--- src/inc/memory_size_pkg.sv ---
package memory_size_pkg;

   // Register addresses on the byte-wide memory space
   localparam logic [15:0] memory_size_addr    = 16'hFFF0;
   localparam logic [15:0] expansion_size_addr = 16'hFFF4;

   // Reset values
   localparam logic [7:0] memory_size_reset      = 8'hCF;
   localparam logic [7:0] expansion_reset_flash  = 8'h08;
   localparam logic [7:0] expansion_reset_mask   = 8'h0C;

   // Field positions
   localparam int fast_field_msb    = 7;
   localparam int fast_field_lsb    = 5;
   localparam int program_field_msb = 3;
   localparam int program_field_lsb = 0;

   // Legal field codes
   localparam logic [3:0] program_code_32k = 4'h8;
   localparam logic [3:0] program_code_48k = 4'hC;
   localparam logic [3:0] program_code_60k = 4'hF;
   localparam logic [2:0] fast_code_1024   = 3'h6;
   localparam logic [3:0] capacity_code_480  = 4'hB;
   localparam logic [3:0] capacity_code_2016 = 4'h8;

   // Expansion capacity field position
   localparam int capacity_field_msb = 3;
   localparam int capacity_field_lsb = 0;

   // Write masks: bit 4 and the expansion upper nibble are reserved
   localparam logic [7:0] memory_size_write_mask = 8'hEF;
   localparam logic [7:0] expansion_write_mask   = 8'h0F;

   // Values shown when nothing is selected or mapped
   localparam logic [7:0]  read_idle_value = 8'h00;
   localparam logic [15:0] size_none       = 16'h0000;

   // Decoded memory map sizes
   localparam logic [15:0] program_bytes_32k = 16'h8000;
   localparam logic [15:0] program_bytes_48k = 16'hC000;
   localparam logic [15:0] program_bytes_60k = 16'hF000;
   localparam logic [15:0] fast_bytes_1024   = 16'h0400;
   localparam logic [15:0] capacity_bytes_480  = 16'h01E0;
   localparam logic [15:0] capacity_bytes_2016 = 16'h07E0;

   // Byte-wide register access from the processor
   typedef struct packed
   {
      logic        write;
      logic        read;
      logic [15:0] addr;
      logic [7:0]  wdata;
   } cpu_access_type;

   // Resulting memory map seen by the address decoder
   typedef struct packed
   {
      logic [15:0] program_bytes;
      logic [15:0] fast_work_bytes;
      logic [15:0] expansion_bytes;
      logic        setting_illegal;
   } memory_map_type;

endpackage

--- src/design/memory_size_config_regs.sv ---
`timescale 1ns/1ps

module memory_size_config_regs
#(
   parameter bit flash_variant = 1'b1
)
(
   input  wire logic                           clock,
   input  wire logic                           reset_n,
   input  wire memory_size_pkg::cpu_access_type cpu_access,
   output logic [7:0]                          read_data,
   output memory_size_pkg::memory_map_type     memory_map
);
   import memory_size_pkg::*;

   // Behaviour notes for users of the map outputs:
   // a write lands in its register at the edge that takes it,
   // and the memory map follows one edge later from its own flops.
   // A read and a write in one cycle return the old contents.
   // Prohibited codes are stored as written, decode to no memory
   // and raise the illegal-setting flag, so software can see them.
   // Reserved bits are cleared on the way in and always read zero.
   //
   // The registers are reached only through the byte access port.
   // Other addresses are ignored on write and read back as zero.
   // The map outputs are meant for the address decoder, which must
   // treat a size of zero as no memory present in that area.
   // There is no write protection: any byte write takes effect.

   // Expansion reset value is fixed per build by the product parameter
   localparam logic [7:0] expansion_reset_value =
      flash_variant ? expansion_reset_flash : expansion_reset_mask;

   // Stored configuration registers and their next values
   logic [7:0]     memory_size_register_q;
   logic [7:0]     memory_size_register_d;
   logic [7:0]     expansion_size_register_q;
   logic [7:0]     expansion_size_register_d;

   // Output flops and their next values
   logic [7:0]     read_data_q;
   logic [7:0]     read_data_d;
   memory_map_type memory_map_q;
   memory_map_type memory_map_d;

   // Address match, shared by the read and the write path
   function automatic logic register_hit
   (
      input logic [15:0] addr,
      input logic [15:0] target
   );
      return addr == target;
   endfunction

   // Program size code to bytes; a prohibited code maps no memory
   function automatic logic [15:0] program_bytes_of
   (
      input logic [3:0] code
   );
      logic [15:0] bytes;
      bytes = size_none;
      case (code)
         program_code_32k: bytes = program_bytes_32k;
         program_code_48k: bytes = program_bytes_48k;
         program_code_60k: bytes = program_bytes_60k;
         default:          bytes = size_none;
      endcase
      return bytes;
   endfunction

   // Fast work memory code to bytes; only one code is allowed
   function automatic logic [15:0] fast_bytes_of
   (
      input logic [2:0] code
   );
      logic [15:0] bytes;
      bytes = size_none;
      case (code)
         fast_code_1024: bytes = fast_bytes_1024;
         default:        bytes = size_none;
      endcase
      return bytes;
   endfunction

   // Expansion capacity code to bytes; a prohibited code maps none
   function automatic logic [15:0] capacity_bytes_of
   (
      input logic [3:0] code
   );
      logic [15:0] bytes;
      bytes = size_none;
      case (code)
         capacity_code_480:  bytes = capacity_bytes_480;
         capacity_code_2016: bytes = capacity_bytes_2016;
         default:            bytes = size_none;
      endcase
      return bytes;
   endfunction

   // Register selects on the byte address
   wire memory_size_hit = register_hit(cpu_access.addr, memory_size_addr);
   wire expansion_hit   = register_hit(cpu_access.addr, expansion_size_addr);

   // Write and read strobes per register
   wire memory_size_write = cpu_access.write && memory_size_hit;
   wire expansion_write   = cpu_access.write && expansion_hit;
   wire memory_size_read  = cpu_access.read && memory_size_hit;
   wire expansion_read    = cpu_access.read && expansion_hit;

   // Write data with the reserved bits cleared on the way in
   wire [7:0] memory_size_wvalue =
      cpu_access.wdata & memory_size_write_mask;
   wire [7:0] expansion_wvalue =
      cpu_access.wdata & expansion_write_mask;

   // Next register values: one byte write replaces the whole register
   assign memory_size_register_d =
      memory_size_write ? memory_size_wvalue : memory_size_register_q;
   assign expansion_size_register_d =
      expansion_write ? expansion_wvalue : expansion_size_register_q;

   // Field views of the stored registers
   wire [3:0] program_memory_size_field =
      memory_size_register_q[program_field_msb:program_field_lsb];
   wire [2:0] fast_work_memory_size_field =
      memory_size_register_q[fast_field_msb:fast_field_lsb];
   wire [3:0] expansion_capacity_field =
      expansion_size_register_q[capacity_field_msb:capacity_field_lsb];

   // Sizes for the memory map; a 59.5K part still uses the 60K code
   wire [15:0] program_bytes =
      program_bytes_of(program_memory_size_field);
   wire [15:0] fast_bytes =
      fast_bytes_of(fast_work_memory_size_field);
   wire [15:0] expansion_bytes =
      capacity_bytes_of(expansion_capacity_field);

   // A prohibited code in any field is flagged to the decoder
   wire program_bad   = program_bytes == size_none;
   wire fast_bad      = fast_bytes == size_none;
   wire expansion_bad = expansion_bytes == size_none;
   wire setting_bad   = program_bad || fast_bad || expansion_bad;

   // Next memory map, one field per decoded size
   assign memory_map_d = '{program_bytes:   program_bytes,
                           fast_work_bytes: fast_bytes,
                           expansion_bytes: expansion_bytes,
                           setting_illegal: setting_bad};

   // Read data of the addressed register, zero for any other address
   assign read_data_d =
      memory_size_read ? memory_size_register_q :
      expansion_read   ? expansion_size_register_q :
                         read_idle_value;

   // Memory size register, loaded with the largest map at reset
   always_ff @(posedge clock or negedge reset_n)
   begin
      if (!reset_n)
      begin
         memory_size_register_q <= memory_size_reset;
      end
      else
      begin
         memory_size_register_q <= memory_size_register_d;
      end
   end

   // Expansion size register; its reset value depends on the product
   always_ff @(posedge clock or negedge reset_n)
   begin
      if (!reset_n)
      begin
         expansion_size_register_q <= expansion_reset_value;
      end
      else
      begin
         expansion_size_register_q <= expansion_size_register_d;
      end
   end

   // Read data flop: a value stands for one cycle after the read
   always_ff @(posedge clock or negedge reset_n)
   begin
      if (!reset_n)
      begin
         read_data_q <= read_idle_value;
      end
      else
      begin
         read_data_q <= read_data_d;
      end
   end

   // Map flops: zero in reset, the map shows at the first edge after
   always_ff @(posedge clock or negedge reset_n)
   begin
      if (!reset_n)
      begin
         memory_map_q <= '0;
      end
      else
      begin
         memory_map_q <= memory_map_d;
      end
   end

   // Outputs straight from their flops
   assign read_data  = read_data_q;
   assign memory_map = memory_map_q;

endmodule

--- config.mk ---
export PLATFORM = sky130hd
export DESIGN_NAME = memory_size_config_regs
export DESIGN_NICKNAME = d
export VERILOG_FILES = /design/src/inc/memory_size_pkg.sv /design/src/design/memory_size_config_regs.sv
export SDC_FILE = /design/constraint.sdc
export NUM_CORES = 1
export LEC_CHECK = 0
export ABC_AREA = 1
export ABC_CLOCK_PERIOD_IN_PS = 1210
export BUFFER_PORTS_ARGS = -buffer_cell sky130_fd_sc_hd__buf_4
export CORE_MARGIN = 5
export CORE_UTILIZATION = 35
export CTS_CLUSTER_SIZE = 12
export DETAILED_ROUTE_END_ITERATION = 6
export PLACE_DENSITY = 0.68
export SYNTH_ARGS = -nofsm -noshare
export SYNTH_HDL_FRONTEND = slang
export SYNTH_SLANG_ARGS = --single-unit
--- constraint.sdc ---
create_clock -name clock -period 1.21 [get_ports clock]
set_input_delay 0.0605 -clock clock [delete_from_list [all_inputs] [get_ports clock]]
set_output_delay 0.0605 -clock clock [all_outputs]
set_load 0.005 [all_outputs]
==> key figures <==
Run status
  – Outcome: finished, final reports clean

Worst setup path
  – Worst Setup Start Kind: flop
  – R2R setup slack: 0.06 ns
  – CP required: 1.34 ns
  – Crit. End Element: flop
  – Delay-heaviest family, CP: simple AND/OR/NAND/NOR gates
  – Max incr delay on CP: 0.41 ns
  – R2R depth: 3
  – Crit path kind: reg -> reg
  – Reg2Reg Launch Point: expansion_size_register_q[0]
  – Crit-path slowest cell: dfrtp_1
  – Worst Path Arrival: 1.28 ns
  – Cell Chain, Critical Path: or2_2 -> a21oi_1 -> nand3_1
  – Critical Path Fanout Max: 4
  – Worst R2R End: memory_map[0]
  – Crit path buf inv count: 0

Synthesis
  – Warnings from Yosys: 0
  – Adder and majority gate portion of the synthesized area: 0
  – Share of the synthesized area in the top cell type: 0.315
  – Post-synth top area cell: dfrtp_1
  – Post-Syn Area: 1430 um2
  – Synth top area cells: dfrtp_1, buf_4, dfstp_2
  – Xor/xnor share of the synthesized area: 0
  – Yosys reg bits: 25
  – Main combinational cell family by area after synthesis: buffers and inverters
  – Syn_area_per_cell: 8.42 um2
  – Synth Area in Compound Gates: 0.00874
  – Cell variety after synth: 21
  – Seq/Total Area, Yosys: 0.443
  – Synth Area in Simple Gates: 0.267
  – Cells after Synth: 170
  – Mux share of post-synthesis cell area: 0

GRT
  – First-pass GRT wire length: 4130 um
  – GRT Residual Overflow: 0
  – Largest net degree at the start of global routing: 26
  – Global Route Usage Sum: 0.0974
  – Initial antenna violation count: 0
  – Vias in the first global route: 979

Min path
  – Hold Path End: memory_size_register_q[7]
  – Hold path start: cpu_access[7]
  – Worst min-delay path class: in -> reg
  – WHS Path Cells: 3

Pwr
  – LEAKAGE: 0.937 nW
  – Peak supply drop: 0.000342 V
  – PD cells: 862 nW/um2

Timing
  – Period utilization: 0.951
  – Slew Viols, Final: 0
  – Final setup fails: 0
  – Clock Skews: 0.00300 ns
  – RSZ-0062 raised after global routing: no
  – Post-route minimum period: 1.15 ns
  – Hold Fails Final Rpt: 0
  – Max Clk Rate: 869 MHz
  – Hold Slack: 0.0208 ns
  – Fin Setup TNS: 0 ns

Floorplan
  – Cell Rows: 23
  – Ports: 85
  – Starting density of the core: 0.360
  – Full die area: 5470 um2
  – Std-Cell Core Area: 3970 um2
  – Die H: 74.0 um
  – Die extent in x: 74.0 um

Placed design
  – Detailed Place HPWL: 2220 um
  – RePlAce Congestion: 0.756
  – Dpl cells: 257
  – IO buf count: 45

CTS
  – Clk sinks: 25
  – Clock-pin slew on the worst setup and hold paths: 0.08 ns
  – Htree depth: 1
  – CTS tree: built
  – CTS resizes: 0
  – Worst skew pair latency: 0.26 ns
  – TritonCTS buffer count: 3
  – Root buffer cell: clkbuf_8
  – CTS Buffer Depth: 2

Layout
  – Final net count: 241
  – Final Non-Filler Cells: 262
  – Leading cell types in the layout, fill and taps excluded: buf_4, nand2_1, conb_1, dfrtp_1
  – Number of antenna diodes: 0
  – Layout area overhead: 18.1%
  – Most common cell after layout, fill and taps aside: buf_4
  – Layout fillers: 417
  – Fraction of layout cells with a size suffix above 1: 0.297

Route
  – Drc violations: 0
  – Post-route ant nets: 0
  – DR pass1 iterations: 4
  – Vias per cell: 4.09
  – First DRT Iteration DRCs: 30
  – Post-DR wirelength/cell: 10.2 um
  – Vias: 1071
  – WL final: 2670 um

Job
  – MaxCap Viol Count: 0
[where the power goes]
part           total (mW)  switching [mW]  internal [mW]
combinational       0.145          0.0816         0.0630
clock               0.476           0.241          0.235
sequential          0.836        0.000135          0.836
total                1.46           0.323           1.13
[cell usage after synthesis]
library cell / number
or2_2: 1
nor2_1: 11
and2_1: 1
buf_6: 1
nand4_1: 12
conb_1: 1
a21oi_1: 1
dfstp_2: 7
nand3_1: 11
inv_1: 12
nand3_2: 1
buf_4: 44
o31ai_1: 1
nand2_1: 41
dfrtp_1: 18
nor3_1: 1
nor2_2: 1
inv_2: 1
buf_2: 1
nor2_4: 2
clkbuf_1: 1
[tightest hold or removal path, delay by kind of cell]
family                 cells  cell delay, ns
and+or+nand+nor            2            0.12
buffers and inverters      1            0.11
[sequential cells by signal (all words and copies together) (netlist names)]
signal	cells
memory_size_register_q	7
expansion_size_register_q	4
memory_map	7
read_data	7
[per-layer routing]
metal  part of all wire  track usage
met1               0.39        0.117
met2               0.49        0.168
met3               0.11       0.0243
met4              0.014       0.0362
met5                  0            0
[kinds of logic (layout without fill, tap and decap cells)]
| logic type | after synthesis | in the layout |
|---|---|---|
| AND/OR/NAND/NOR | 82 | 82 |
| buffers and inverters | 60 | 65 |
| other | 1 | 38 |
| AO/OA/AOI/OAI | 2 | 2 |
| flip-flops | 25 | 25 |
[layout make-up]
| class | instances | area [um2] | share of cell area |
|---|---|---|---|
| clock buffer | 4 | 45.0 | 0.0266 |
| inverter | 13 | 48.8 | 0.0289 |
| timing repair buffer | 48 | 363 | 0.215 |
| multi-input combinational | 122 | 537 | 0.318 |
| tap | 50 | 62.6 | 0.0370 |
| sequential | 25 | 634 | 0.375 |
[metrics by stage]
| step | power, mW | util | setup WS (ns) | cell area (um2) |
|---|---|---|---|---|
| finish | 1.46 | 0.426 | 0.0596 | 1690 |
| global route | 1.53 | 0.426 | 0.000852 | 1690 |
| CTS | 1.48 | 0.426 | 0.0381 | 1690 |
| detailed placement | 0.993 | 0.412 | 0.0512 | 1640 |
| global placement | 0.992 | 0.412 | 0.0674 | 1640 |
| floorplan | 0.993 | - | 0.168 | 1570 |
[timing repair]
item / 4_1_cts / 5_1_grt
endpoints found under the hold margin: 25 / 0
hold buffers: 1 / 0
buffers inserted: 0 / 0
[how the worst max path moves through the flow]
stage                                 startpoint             to  cells after the start  slack, ns
finish              expansion_size_register_q[0]  memory_map[0]                      3       0.06
global route        expansion_size_register_q[0]  memory_map[0]                      3     0.0009
CTS                 expansion_size_register_q[0]  memory_map[0]                      3       0.04
detailed placement  expansion_size_register_q[0]  memory_map[0]                      3       0.05
global placement    expansion_size_register_q[0]  memory_map[0]                      3       0.07
floorplan           expansion_size_register_q[0]  memory_map[0]                      3       0.17
No activity file was read; power rests on OpenSTA's default activity.
